**config.mk**
```make
export PLATFORM = sky130hd
export DESIGN_NAME = debug_breakpoint_uart_regs
export DESIGN_NICKNAME = d
export VERILOG_FILES = /design/src/logic/debug_link_pkg.sv /design/src/logic/debug_breakpoint_uart_regs.sv
export SDC_FILE = /design/constraint.sdc
export NUM_CORES = 1
export LEC_CHECK = 0
export BUFFER_PORTS_ARGS = -buffer_cell sky130_fd_sc_hd__buf_2
export CAP_MARGIN = 0
export CORE_MARGIN = 2
export CORE_UTILIZATION = 45
export DETAILED_ROUTE_END_ITERATION = 10
export GPL_ROUTABILITY_DRIVEN = 0
export GPL_TIMING_DRIVEN = 0
export HOLD_SLACK_MARGIN = 0.02
export PLACE_DENSITY = 0.66
export SLEW_MARGIN = 20
export SYNTH_ARGS = -nofsm -noshare
export SYNTH_HDL_FRONTEND = slang
export SYNTH_SLANG_ARGS = --single-unit
```
**constraint.sdc**
```tcl
create_clock -name clock_in -period 13.95 [get_ports clock_in]
set_input_delay 2.79 -clock clock_in [delete_from_list [all_inputs] [get_ports clock_in]]
set_output_delay 2.79 -clock clock_in [all_outputs]
set_load 0.01 [all_outputs]
```
**src/logic/debug_link_pkg.sv**
```systemverilog
// constants shared by the breakpoint, time tag and debug serial link registers
package debug_link_pkg;
	// register byte addresses
	localparam logic [31:0] TIME_TAG_ADDR = 32'h9000_0008;
	localparam logic [31:0] BP_ONE_ADDR_ADDR = 32'h9000_0010;
	localparam logic [31:0] BP_ONE_MASK_ADDR = 32'h9000_0014;
	localparam logic [31:0] BP_TWO_ADDR_ADDR = 32'h9000_0018;
	localparam logic [31:0] BP_TWO_MASK_ADDR = 32'h9000_001C;
	localparam logic [31:0] LINK_STATUS_ADDR = 32'h8000_00C4;
	localparam logic [31:0] LINK_CONTROL_ADDR = 32'h8000_00C8;
	localparam logic [31:0] LINK_SCALER_ADDR = 32'h8000_00CC;
	localparam logic [31:0] IRQ_STATUS_ADDR = 32'h8000_00D0;
	localparam logic [31:0] IRQ_MASK_ADDR = 32'h8000_00D4;
	// field layout
	localparam int TIME_TAG_WIDTH = 30;
	localparam int BP_ADDR_LSB = 2;
	localparam int EXEC_EN_BIT = 0;
	localparam int LOAD_EN_BIT = 1;
	localparam int WRITE_EN_BIT = 0;
	localparam int FRAMING_BIT = 6;
	localparam int OVERRUN_BIT = 4;
	localparam int TX_HOLD_EMPTY_BIT = 2;
	localparam int TX_SHIFT_EMPTY_BIT = 1;
	localparam int RX_READY_BIT = 0;
	localparam int LOCKED_BIT = 1;
	localparam int LINK_ENABLE_BIT = 0;
	localparam int RELOAD_WIDTH = 18;
	// interrupt status and mask layout
	localparam int IRQ_WIDTH = 4;
	localparam int IRQ_RX_BIT = 0;
	localparam int IRQ_FRAMING_BIT = 1;
	localparam int IRQ_OVERRUN_BIT = 2;
	localparam int IRQ_BREAK_BIT = 3;
	// reset values
	localparam logic [TIME_TAG_WIDTH-1:0] TIME_TAG_RESET = 30'h0000_0000;
	localparam logic [RELOAD_WIDTH-1:0] RELOAD_RESET = 18'h3_FFFF;
	localparam logic [IRQ_WIDTH-1:0] IRQ_RESET = 4'h0;
	// timing: sub-bit ticks per serial bit and the mid-bit point
	localparam logic [2:0] TICKS_PER_BIT_LAST = 3'h7;
	localparam logic [2:0] HALF_BIT_LAST = 3'h3;
	localparam int TICK_SHIFT = 3;
	localparam logic [2:0] LAST_DATA_BIT = 3'h7;
	typedef enum logic [3:0] {
		LINE_IDLE = 4'h1,
		LINE_START = 4'h2,
		LINE_DATA = 4'h4,
		LINE_STOP = 4'h8
	} line_state_t;
endpackage : debug_link_pkg

```
**src/logic/debug_breakpoint_uart_regs.sv**
```systemverilog
// breakpoints, time tag counter and debug serial link with its registers
//
// What this block does
// time tag counter in bits 29..0, read/write, resets to zero, upper bits zero
// time tag advances every clock while processor is not in debug mode
// breakpoint address holds word address bits 31..2; low two bits not stored
// address register bit 0 enables break on executed instruction at matching address
// execute enable is write-only, reads zero, resets zero; bit 1 reads zero
// mask register holds read/write address mask in bits 31..2
// match when all mask-selected bits equal; qualifies execute, load or write
// mask bit 1 enables break on bus load, read/write, resets zero
// mask bit 0 enables break on bus write, read/write, resets zero
// exactly two independent breakpoints with identical address and mask layouts
// with break-on-breakpoint enabled, any hit forces processor into debug mode
// status bit 6 set on receive framing error; resets zero, software writable
// status bit 4 set when characters lost to overrun; resets zero, writable
// status bit 2 transmit holding empty, bit 1 shifter empty; both reset one
// status bit 0 shows a received character waiting; resets zero
// control bit 1 set by hardware once baud rate is locked; resets zero
// control bit 0 enables receiver and transmitter together; resets zero
// scaler reload in bits 15..0 extended by 17..16; upper bits read zero
// bit rate is clock over eight times reload plus one
`timescale 1ns/1ps
module debug_breakpoint_uart_regs
	import debug_link_pkg::*;
(
	input wire logic clock_in,
	input wire logic reset_in,
	input wire logic [31:0] reg_addr_in,
	input wire logic [31:0] reg_wdata_in,
	input wire logic reg_write_in,
	input wire logic reg_read_in,
	output logic [31:0] reg_rdata_out,
	input wire logic debug_mode_in,
	input wire logic break_on_hw_breakpoint_in,
	input wire logic exec_valid_in,
	input wire logic [31:0] exec_addr_in,
	input wire logic bus_load_in,
	input wire logic bus_write_in,
	input wire logic [31:0] bus_addr_in,
	output logic breakpoint_hit_out,
	output logic debug_break_out,
	output logic [TIME_TAG_WIDTH-1:0] time_tag_out,
	input wire logic serial_rx_in,
	output logic serial_tx_out,
	output logic [7:0] rx_data_out,
	output logic rx_data_ready_out,
	input wire logic rx_take_in,
	input wire logic [7:0] tx_data_in,
	input wire logic tx_load_in,
	output logic tx_holding_empty_out,
	output logic irq_out
);
	localparam int BP_COUNT = 2;
	localparam int ADDR_BITS = 32 - BP_ADDR_LSB;
	localparam int MEASURE_WIDTH = RELOAD_WIDTH + TICK_SHIFT + 1;

	// decode
	wire wr_time = reg_write_in && reg_addr_in == TIME_TAG_ADDR;
	wire wr_status = reg_write_in && reg_addr_in == LINK_STATUS_ADDR;
	wire wr_control = reg_write_in && reg_addr_in == LINK_CONTROL_ADDR;
	wire wr_scaler = reg_write_in && reg_addr_in == LINK_SCALER_ADDR;
	wire wr_irq_status = reg_write_in && reg_addr_in == IRQ_STATUS_ADDR;
	wire wr_irq_mask = reg_write_in && reg_addr_in == IRQ_MASK_ADDR;
	logic [BP_COUNT-1:0] wr_bp_addr;
	logic [BP_COUNT-1:0] wr_bp_mask;
	assign wr_bp_addr[0] = reg_write_in && reg_addr_in == BP_ONE_ADDR_ADDR;
	assign wr_bp_addr[1] = reg_write_in && reg_addr_in == BP_TWO_ADDR_ADDR;
	assign wr_bp_mask[0] = reg_write_in && reg_addr_in == BP_ONE_MASK_ADDR;
	assign wr_bp_mask[1] = reg_write_in && reg_addr_in == BP_TWO_MASK_ADDR;

	// time tag
	logic [TIME_TAG_WIDTH-1:0] time_tag;
	wire [TIME_TAG_WIDTH-1:0] next_time_tag = wr_time ? reg_wdata_in[TIME_TAG_WIDTH-1:0]
		: debug_mode_in ? time_tag : time_tag + 1'b1;
	always_ff @(posedge clock_in) begin
		if (reset_in) time_tag <= TIME_TAG_RESET;
		else time_tag <= next_time_tag;
	end
	assign time_tag_out = time_tag;

	// breakpoints
	logic [ADDR_BITS-1:0] bp_addr [BP_COUNT];
	logic [ADDR_BITS-1:0] bp_mask [BP_COUNT];
	logic [BP_COUNT-1:0] bp_exec_en;
	logic [BP_COUNT-1:0] bp_load_en;
	logic [BP_COUNT-1:0] bp_write_en;
	logic [BP_COUNT-1:0] bp_hit;
	genvar g;
	generate
		for (g = 0; g < BP_COUNT; g++) begin : gen_bp
			wire exec_match = ((exec_addr_in[31:BP_ADDR_LSB] ^ bp_addr[g]) & bp_mask[g]) == '0;
			wire bus_match = ((bus_addr_in[31:BP_ADDR_LSB] ^ bp_addr[g]) & bp_mask[g]) == '0;
			assign bp_hit[g] = (exec_valid_in && bp_exec_en[g] && exec_match)
				|| (bus_load_in && bp_load_en[g] && bus_match)
				|| (bus_write_in && bp_write_en[g] && bus_match);
			always_ff @(posedge clock_in) begin
				if (reset_in) begin
					bp_addr[g] <= '0;
					bp_exec_en[g] <= 1'b0;
				end else if (wr_bp_addr[g]) begin
					bp_addr[g] <= reg_wdata_in[31:BP_ADDR_LSB];
					bp_exec_en[g] <= reg_wdata_in[EXEC_EN_BIT];
				end
			end
			always_ff @(posedge clock_in) begin
				if (reset_in) begin
					bp_mask[g] <= '0;
					bp_load_en[g] <= 1'b0;
					bp_write_en[g] <= 1'b0;
				end else if (wr_bp_mask[g]) begin
					bp_mask[g] <= reg_wdata_in[31:BP_ADDR_LSB];
					bp_load_en[g] <= reg_wdata_in[LOAD_EN_BIT];
					bp_write_en[g] <= reg_wdata_in[WRITE_EN_BIT];
				end
			end
		end
	endgenerate
	wire any_hit = |bp_hit;
	always_ff @(posedge clock_in) begin
		if (reset_in) begin
			breakpoint_hit_out <= 1'b0;
			debug_break_out <= 1'b0;
		end else begin
			breakpoint_hit_out <= any_hit;
			debug_break_out <= any_hit && break_on_hw_breakpoint_in;
		end
	end

	// control and scaler
	logic link_enable;
	logic baud_locked;
	logic [RELOAD_WIDTH-1:0] reload_value;
	logic [RELOAD_WIDTH-1:0] scaler;
	logic measure_done;
	logic [RELOAD_WIDTH-1:0] measured_reload;
	always_ff @(posedge clock_in) begin
		if (reset_in) link_enable <= 1'b0;
		else if (wr_control) link_enable <= reg_wdata_in[LINK_ENABLE_BIT];
	end
	// lock is hardware-owned; dropping the enable restarts the search
	always_ff @(posedge clock_in) begin
		if (reset_in || !link_enable) baud_locked <= 1'b0;
		else if (measure_done) baud_locked <= 1'b1;
	end
	always_ff @(posedge clock_in) begin
		if (reset_in) reload_value <= RELOAD_RESET;
		else if (wr_scaler) reload_value <= reg_wdata_in[RELOAD_WIDTH-1:0];
		else if (measure_done) reload_value <= measured_reload;
	end
	// one tick every reload+1 clocks: eight ticks make one bit
	wire tick = scaler == '0;
	// restart on a new rate, else a stale count of up to 2^18 clocks delays the first tick
	always_ff @(posedge clock_in) begin
		if (reset_in || !link_enable || wr_scaler || measure_done) scaler <= '0;
		else if (tick) scaler <= reload_value;
		else scaler <= scaler - 1'b1;
	end

	// receive line sync
	logic rx_meta;
	logic rx_line;
	always_ff @(posedge clock_in) begin
		if (reset_in) begin
			rx_meta <= 1'b1;
			rx_line <= 1'b1;
		end else begin
			rx_meta <= serial_rx_in;
			rx_line <= rx_meta;
		end
	end

	// baud search: the host sends a sync character whose first low pulse is one bit long
	logic [MEASURE_WIDTH-1:0] low_count;
	logic measuring;
	wire measure_limit = &low_count;
	wire [MEASURE_WIDTH-1:0] bit_ticks = low_count >> TICK_SHIFT;
	assign measured_reload = bit_ticks[RELOAD_WIDTH-1:0] - 1'b1;
	assign measure_done = measuring && rx_line && bit_ticks != '0 && link_enable && !baud_locked;
	always_ff @(posedge clock_in) begin
		if (reset_in || baud_locked || !link_enable) begin
			measuring <= 1'b0;
			low_count <= '0;
		end else if (!rx_line) begin
			measuring <= 1'b1;
			if (!measure_limit) low_count <= low_count + 1'b1;
		end else begin
			measuring <= 1'b0;
			low_count <= '0;
		end
	end

	// receiver
	line_state_t rx_state;
	logic [2:0] rx_sub;
	logic [2:0] rx_bit;
	logic [7:0] rx_shift;
	logic rx_ready;
	logic framing_flag;
	logic overrun_flag;
	wire rx_run = link_enable && baud_locked;
	wire rx_sample_data = rx_state == LINE_DATA && tick && rx_sub == TICKS_PER_BIT_LAST;
	wire rx_stop_point = rx_state == LINE_STOP && tick && rx_sub == TICKS_PER_BIT_LAST;
	wire rx_deliver = rx_stop_point && rx_line;
	wire rx_bad_stop = rx_stop_point && !rx_line;
	always_ff @(posedge clock_in) begin
		if (reset_in || !rx_run) begin
			rx_state <= LINE_IDLE;
			rx_sub <= '0;
			rx_bit <= '0;
			rx_shift <= '0;
		end else begin
			unique case (rx_state)
				LINE_IDLE: begin
					rx_sub <= '0;
					if (!rx_line) rx_state <= LINE_START;
				end
				LINE_START: if (tick) begin
					rx_sub <= rx_sub + 1'b1;
					if (rx_sub == HALF_BIT_LAST) begin
						// glitch shorter than half a bit is ignored
						rx_state <= rx_line ? LINE_IDLE : LINE_DATA;
						rx_sub <= '0;
						rx_bit <= '0;
					end
				end
				LINE_DATA: if (tick) begin
					rx_sub <= rx_sub + 1'b1;
					if (rx_sub == TICKS_PER_BIT_LAST) begin
						rx_shift <= {rx_line, rx_shift[7:1]};
						rx_bit <= rx_bit + 1'b1;
						if (rx_bit == LAST_DATA_BIT) rx_state <= LINE_STOP;
					end
				end
				LINE_STOP: if (tick) begin
					rx_sub <= rx_sub + 1'b1;
					if (rx_sub == TICKS_PER_BIT_LAST) rx_state <= LINE_IDLE;
				end
			endcase
		end
	end
	wire rx_lost = rx_deliver && rx_ready && !rx_take_in;
	always_ff @(posedge clock_in) begin
		if (reset_in) begin
			rx_ready <= 1'b0;
			rx_data_out <= '0;
		end else if (rx_deliver && !rx_lost) begin
			rx_ready <= 1'b1;
			rx_data_out <= rx_shift;
		end else if (rx_take_in) begin
			rx_ready <= 1'b0;
		end
	end
	assign rx_data_ready_out = rx_ready;
	// set beats a simultaneous software write
	always_ff @(posedge clock_in) begin
		if (reset_in) begin
			framing_flag <= 1'b0;
			overrun_flag <= 1'b0;
		end else begin
			framing_flag <= (wr_status ? reg_wdata_in[FRAMING_BIT] : framing_flag) | rx_bad_stop;
			overrun_flag <= (wr_status ? reg_wdata_in[OVERRUN_BIT] : overrun_flag) | rx_lost;
		end
	end

	// transmitter
	line_state_t tx_state;
	logic [2:0] tx_sub;
	logic [2:0] tx_bit;
	logic [7:0] tx_hold;
	logic [7:0] tx_shift;
	logic tx_hold_empty;
	wire tx_shift_empty = tx_state == LINE_IDLE;
	wire tx_move = link_enable && tx_shift_empty && !tx_hold_empty;
	wire bit_end = tick && tx_sub == TICKS_PER_BIT_LAST;
	always_ff @(posedge clock_in) begin
		if (reset_in) begin
			tx_hold_empty <= 1'b1;
			tx_hold <= '0;
		end else if (tx_load_in && tx_hold_empty) begin
			tx_hold_empty <= 1'b0;
			tx_hold <= tx_data_in;
		end else if (tx_move) begin
			tx_hold_empty <= 1'b1;
		end
	end
	assign tx_holding_empty_out = tx_hold_empty;
	always_ff @(posedge clock_in) begin
		if (reset_in || !link_enable) begin
			tx_state <= LINE_IDLE;
			tx_sub <= '0;
			tx_bit <= '0;
			tx_shift <= '0;
			serial_tx_out <= 1'b1;
		end else begin
			unique case (tx_state)
				LINE_IDLE: begin
					serial_tx_out <= 1'b1;
					tx_sub <= '0;
					if (tx_move) begin
						tx_shift <= tx_hold;
						tx_state <= LINE_START;
						serial_tx_out <= 1'b0;
					end
				end
				LINE_START: if (tick) begin
					tx_sub <= tx_sub + 1'b1;
					if (bit_end) begin
						tx_state <= LINE_DATA;
						tx_bit <= '0;
						serial_tx_out <= tx_shift[0];
					end
				end
				LINE_DATA: if (tick) begin
					tx_sub <= tx_sub + 1'b1;
					if (bit_end) begin
						tx_bit <= tx_bit + 1'b1;
						tx_shift <= {1'b1, tx_shift[7:1]};
						serial_tx_out <= tx_bit == LAST_DATA_BIT ? 1'b1 : tx_shift[1];
						if (tx_bit == LAST_DATA_BIT) tx_state <= LINE_STOP;
					end
				end
				LINE_STOP: if (tick) begin
					tx_sub <= tx_sub + 1'b1;
					if (bit_end) tx_state <= LINE_IDLE;
				end
			endcase
		end
	end

	// interrupts: write one to clear, a new event wins over the clear
	logic [IRQ_WIDTH-1:0] irq_status;
	logic [IRQ_WIDTH-1:0] irq_mask;
	logic [IRQ_WIDTH-1:0] irq_events;
	assign irq_events[IRQ_RX_BIT] = rx_deliver && !rx_lost;
	assign irq_events[IRQ_FRAMING_BIT] = rx_bad_stop;
	assign irq_events[IRQ_OVERRUN_BIT] = rx_lost;
	assign irq_events[IRQ_BREAK_BIT] = any_hit;
	wire [IRQ_WIDTH-1:0] irq_clear = wr_irq_status ? reg_wdata_in[IRQ_WIDTH-1:0] : IRQ_RESET;
	wire [IRQ_WIDTH-1:0] next_irq_status = (irq_status & ~irq_clear) | irq_events;
	always_ff @(posedge clock_in) begin
		if (reset_in) begin
			irq_status <= IRQ_RESET;
			irq_mask <= IRQ_RESET;
			irq_out <= 1'b0;
		end else begin
			irq_status <= next_irq_status;
			if (wr_irq_mask) irq_mask <= reg_wdata_in[IRQ_WIDTH-1:0];
			irq_out <= |(next_irq_status & (wr_irq_mask ? reg_wdata_in[IRQ_WIDTH-1:0] : irq_mask));
		end
	end

	// read mux; unmapped addresses read zero
	logic [31:0] status_word;
	always_comb begin
		status_word = '0;
		status_word[FRAMING_BIT] = framing_flag;
		status_word[OVERRUN_BIT] = overrun_flag;
		status_word[TX_HOLD_EMPTY_BIT] = tx_hold_empty;
		status_word[TX_SHIFT_EMPTY_BIT] = tx_shift_empty;
		status_word[RX_READY_BIT] = rx_ready;
	end
	wire [31:0] control_word = {30'h0000_0000, baud_locked, link_enable};
	wire [31:0] bp_one_addr_word = {bp_addr[0], 2'h0};
	wire [31:0] bp_two_addr_word = {bp_addr[1], 2'h0};
	wire [31:0] bp_one_mask_word = {bp_mask[0], bp_load_en[0], bp_write_en[0]};
	wire [31:0] bp_two_mask_word = {bp_mask[1], bp_load_en[1], bp_write_en[1]};
	wire [31:0] read_word =
		reg_addr_in == TIME_TAG_ADDR ? {2'h0, time_tag} :
		reg_addr_in == BP_ONE_ADDR_ADDR ? bp_one_addr_word :
		reg_addr_in == BP_ONE_MASK_ADDR ? bp_one_mask_word :
		reg_addr_in == BP_TWO_ADDR_ADDR ? bp_two_addr_word :
		reg_addr_in == BP_TWO_MASK_ADDR ? bp_two_mask_word :
		reg_addr_in == LINK_STATUS_ADDR ? status_word :
		reg_addr_in == LINK_CONTROL_ADDR ? control_word :
		reg_addr_in == LINK_SCALER_ADDR ? {14'h0000, reload_value} :
		reg_addr_in == IRQ_STATUS_ADDR ? {28'h000_0000, irq_status} :
		reg_addr_in == IRQ_MASK_ADDR ? {28'h000_0000, irq_mask} : 32'h0000_0000;
	wire [31:0] next_rdata = reg_read_in ? read_word : 32'h0000_0000;
	always_ff @(posedge clock_in) begin
		if (reset_in) reg_rdata_out <= 32'h0000_0000;
		else reg_rdata_out <= next_rdata;
	end
endmodule : debug_breakpoint_uart_regs

```
### Yosys cells after proc, flatten, opt, wreduce, memory -nomap -nowiden

Memories as Yosys holds them, arrays and structs flattened.
Index checks and enable logic that the tools add are counted.

| storage, ports and cells | value |
|---|---|
| bits in registers | 199 |
| memory bits (writable) | 120 |
| input bits | 148 |
| output and inout bits | 76 |
| logic and storage cells | 281 |
| memories kept | 2 |

Memory list:

| name | depth | width | rd ports | clocked after memory_dff | write ports | RTL line | source |
|---|---|---|---|---|---|---|---|
| bp_addr | 2 | 30 | 2 | 0 | 2 | debug_breakpoint_uart_regs.sv:83 | `logic [ADDR_BITS-1:0] bp_addr [BP_COUNT];` |
| bp_mask | 2 | 30 | 2 | 0 | 2 | debug_breakpoint_uart_regs.sv:84 | `logic [ADDR_BITS-1:0] bp_mask [BP_COUNT];` |

| cells by class | value |
|---|---|
| add/sub/neg operators | 8 |
| equal/unequal tests | 42 |
| multiplexer cells | 88 |
| bitwise logic cells | 19 |
| reduce and logical (&&, ||, !) cells | 85 |

Operators by type and width:

| operator | count |
|---|---|
| $eq A32 B32 Y1 const B | 10 |
| $mux W30 | 7 |
| $mux W32 | 4 |
| $and A30 B30 Y30 | 4 |
| $logic_not A30 Y1 | 4 |
| $xor A30 B30 Y30 | 4 |
| $mux W18 | 6 |
| $mux W4 | 20 |
| $logic_and A1 B1 Y1 | 39 |
| $mux W3 | 13 |
| $sub A18 B1 Y18 const B | 2 |
| $pmux W4 S4 | 2 |
| $add A30 B1 Y30 const B | 1 |
| $mux W1 | 27 |
| $ne A2 B2 Y1 const B | 13 |
| $mux W8 | 3 |
| $add A22 B1 Y22 const B | 1 |
| $reduce_and A22 Y1 | 1 |
| $reduce_bool A22 Y1 | 1 |
| $logic_not A18 Y1 | 1 |
| $pmux W3 S2 | 3 |
| $pmux W8 S2 | 1 |
| $reduce_and A8 Y1 | 2 |
| $reduce_and A5 Y1 | 3 |
| other kinds (25) | 70 |

### Depth between registers and ports, before layout

| logic depth | value |
|---|---|
| depth after elaboration | 11 |
| depth in mapped cells | 10 |
| mapped depth without buffers | 9 |

### Worst setup path before layout

Ideal clock, no wire load.

| timing path | value |
|---|---|
| path kind | input port to flip-flop |
| start | input port reg_addr_in[27] |
| end | memory bp_addr[1][0] (netlist bit), enable pin |
| arrival time | 6,608 ps |
| data required time | 13,489 ps |
| setup slack | 6,881 ps |
| cell stages on the path | 6 |
| cells stage by stage | or4_1 or4_4 buf_6 nor3_4 nand2_1 o21ai_0 |

RTL lines:

| element | RTL line | source |
|---|---|---|
| start: declaration | debug_breakpoint_uart_regs.sv:29 | `input wire logic [31:0] reg_addr_in,` |
| end: declaration | debug_breakpoint_uart_regs.sv:83 |  |

==> flow_summary_export.csv <==
group,metric,value,unit
global_route,grt_pass1_wl,87780,µm
logic_synthesis,syn_inst,1702,
floorplan,start_util,45.72,%
clock_tree,cts_tree,"yes",
logic_synthesis,async_flop_share,0,%
sta,slew_headroom,19.85,%
cells_and_area,final_area,19260,µm²
sta,worst_pin_slew,1.191,ns
cells_and_area,area.sequential,7587,µm²
floorplan,die_x,194.1,µm
critical_path,cp_max_fo,30,
clock_tree,postCtsSetupRepairBufs,0,
logic_synthesis,ys.flop_type,"dfxtp_1",
clock_tree,cts_resized,0,
global_route,grt_usage,30.24,%
critical_path,arrival,5.98,ns
drt,dr.pass1.iters,6,
drt,wl,58480,µm
pwr,p_leak,7.511,nW
logic_synthesis,synth_top_area_cell,"dfxtp_1",
global_route,antenna_found_initial,9,
logic_synthesis,ys_types,74,
logic_synthesis,synthDominantCellAreaShare,24.50,%
logic_synthesis,syn_area,16260,µm²
sta,hold_violations,0,
drt,wl_per_cell,23.88,µm
drt,via_per_inst,5.981,
min_path,hold_path_end,"rx_line",
logic_synthesis,synthTopCellsByCount,"199 x dfxtp_1, 158 x nor2_1, 152 x xor2_1, 145 x nand2_1, 126 x and2_1",
global_route,overflow,0,
logic_synthesis,syn_nets,1867,
placement,place_ws,7.636,ns
critical_path,timing.rr.end,"time_tag_out[25]",
drt,num_vias,14648,
global_route,grt_pass1_vias,14568,
critical_path,worstSetupEndpointType,"flop",
sta,post-route-min-period,5.836,ns
clock_tree,htreeDepth,2,
sta,setup_viol_count_final,0,
sta,clock_skew,0.02508,ns
critical_path,regToRegSetupSlack,9.86,ns
clock_tree,cts_sinks,319,
min_path,holdCritPathClass,"reg2reg",
logic_synthesis,yosysMostFrequentCell,"dfxtp_1",
cells_and_area,multiInputGateArea,8209,µm²
logic_synthesis,synth.area.top_cells,"dfxtp_1 24%, edfxtp_1 22%, xor2_1 8.2%",
critical_path,required,14.09,ns
floorplan,io_pins,224,
global_route,grt_max_degree,31,
drt,drc,0,
min_path,min_from,"rx_meta",
placement,dp_hpwl,44720,µm
placement,portBuffers,216,
floorplan,rows,69,
clock_tree,clk_pin_slew,0.06,ns
sta,slew_viol_final,0,
floorplan,coreArea,35570,µm²
clock_tree,cts-root-buf,"clkbuf_16",
clock_tree,clockBufferDepth,3,
pwr,finalPower,2.153,mW
pwr,ir_drop,81.93,µV
critical_path,crit_type,"in2reg",
cells_and_area,nFillCells,3191,
critical_path,cp-start-kind,"input pin",
sta,setup_ws,8.114,ns
drt,drt_iter0_drc,1642,
clock_tree,hold_buffers,0,
clock_tree,clock_latency,0.53,ns
sta,fin_crit_sh,41.84,%
drt,antenna_left,0,
logic_synthesis,synth-edff-count,120,
cells_and_area,drive_gt1_share,16.66,%
sta,rsz0062_at_grt,"no",
floorplan,die_area,37670,µm²
cells_and_area,area_delta_synth_final,18.44,%
outcome,outcome,"complete, no violations",
logic_synthesis,synth_seq_cells,319,
cells_and_area,nNetsFinal,2124,
job,maxCapViolCount,0,
sta,tns,0,ns
logic_synthesis,yosys_warnings,0,
clock_tree,cts_buffers,37,
min_path,hold_depth,1,
logic_synthesis,avgSynthCellArea,9.554,µm²
sta,fmax,0.1713,GHz
critical_path,reg2reg_depth,6,
critical_path,timing.rr.start,"time_tag_out[18]",
placement,placed_area,18000,µm²
pwr,powerDensity,111.8,nW/µm²
logic_synthesis,synth-seq-area-share,46.66,%
floorplan,die_h,194.1,µm
## placed cells by master, fill, tap and decap left out, drive strengths merged, types with 17 or more instances in the layout
cell    count
edfxtp    120
nand4      26
mux2i      29
inv        22
a211oi     53
o211ai     17
nor2      158
nor4       27
dfxtp     199
nand2     146
clkbuf    124
xor2      152
buf       241
a222oi     19
nand3      47
a22oi      80
nor3       27
a21oi     102
o21ai      41
ha         17
xnor2      45
and2      127
## per-stage QoR
stage | std cells | hold WS [ns] | utilization, %
2_1_floorplan | 1702 | 0.3895 | -
3_3_place_gp | 2379 | 0.3932 | 50.38
3_5_place_dp | 2381 | 0.3938 | 50.59
4_1_cts | 2448 | 0.4068 | 54.14
5_1_grt | 2448 | 0.4336 | 54.14
6_report | 2449 | 0.4064 | 54.15
## worst max-delay path, stage by stage
cell and delay (ns):
buf_2 0.09, nor4_1 0.70, nand3_1 0.19, clkbuf_1 0.39
nor3_4 0.42, and2_1 0.20, buf_2 0.14, buf_4 0.23
a21oi_1 0.15, inv_2 0.64
## metal layers
layer | routed length [µm] | global-route usage, % | vias to the layer above | part of all wire (%)
li1 | - | - | 6667 | -
met1 | 22950 | 38.88 | 6964 | 39
met2 | 26940 | 49.48 | 808 | 46
met4 | 2976 | 13.89 | 16 | 5.1
met5 | 88 | 0 | - | 0.15
met3 | 5529 | 5.531 | 193 | 9.5
## layout make-up
class / instances / area share, %
multi-input cells: 1265 / 42.62
clock inverters: 15 / 0.8640
diodes: 1 / 0.01299
repair buffers: 218 / 5.899
clock buffers: 52 / 5.684
flip-flops and latches: 319 / 39.39
plain buffers: 95 / 2.079
inverters: 23 / 0.4483
well taps: 461 / 2.995
## logic make-up (layout without fill, tap and decap cells)
family	after synthesis	count (layout)	share of synthesized area, %
mux	32	32	1.993
simple gates	649	649	20.88
flops	319	319	46.66
other cells	0	1	0
buf+inv	118	403	2.993
xor+xnor	197	197	10.61
compound gates	370	370	15.56
fa+ha+maj	17	17	1.308
## state kept, by name, summed over array words and instances (netlist names), 4 cells and up
register       count
irq_status         4
bp_mask           60
tx_state           4
bp_addr           60
reload_value      18
tx_hold            8
tx_shift           8
rx_shift           8
rx_state           4
scaler            18
low_count         22
reg_rdata_out     32
rx_data_out        8
irq_mask           4
time_tag_out      30
## worst max-delay path by stage
stage / startpoint / end / slack [ns] / cells past startpoint
4_1_cts: reg_addr_in[1] / bp_mask[0][5] / 8.14 / 10
5_1_grt: reg_addr_in[1] / bp_mask[0][5] / 7.90 / 10
2_1_floorplan: reg_addr_in[27] / bp_addr[1][0] / 6.88 / 6
3_5_place_dp: reg_addr_in[1] / bp_mask[0][11] / 7.64 / 10
6_report: reg_addr_in[1] / bp_mask[0][5] / 8.11 / 10
3_3_place_gp: reg_addr_in[1] / bp_addr[1][18] / 4.71 / 7
## where the power goes
| part | switching (mW) | total (mW) | internal (mW) | leakage (nW) |
|---|---|---|---|---|
| Sequential | 0.0303 | 1.02 | 0.986 | 2.74 |
| Clock | 0.402 | 1.01 | 0.605 | 0.624 |
| Combinational | 0.0813 | 0.129 | 0.0480 | 4.14 |
Note: power is estimated with default switching activity, not from simulation.
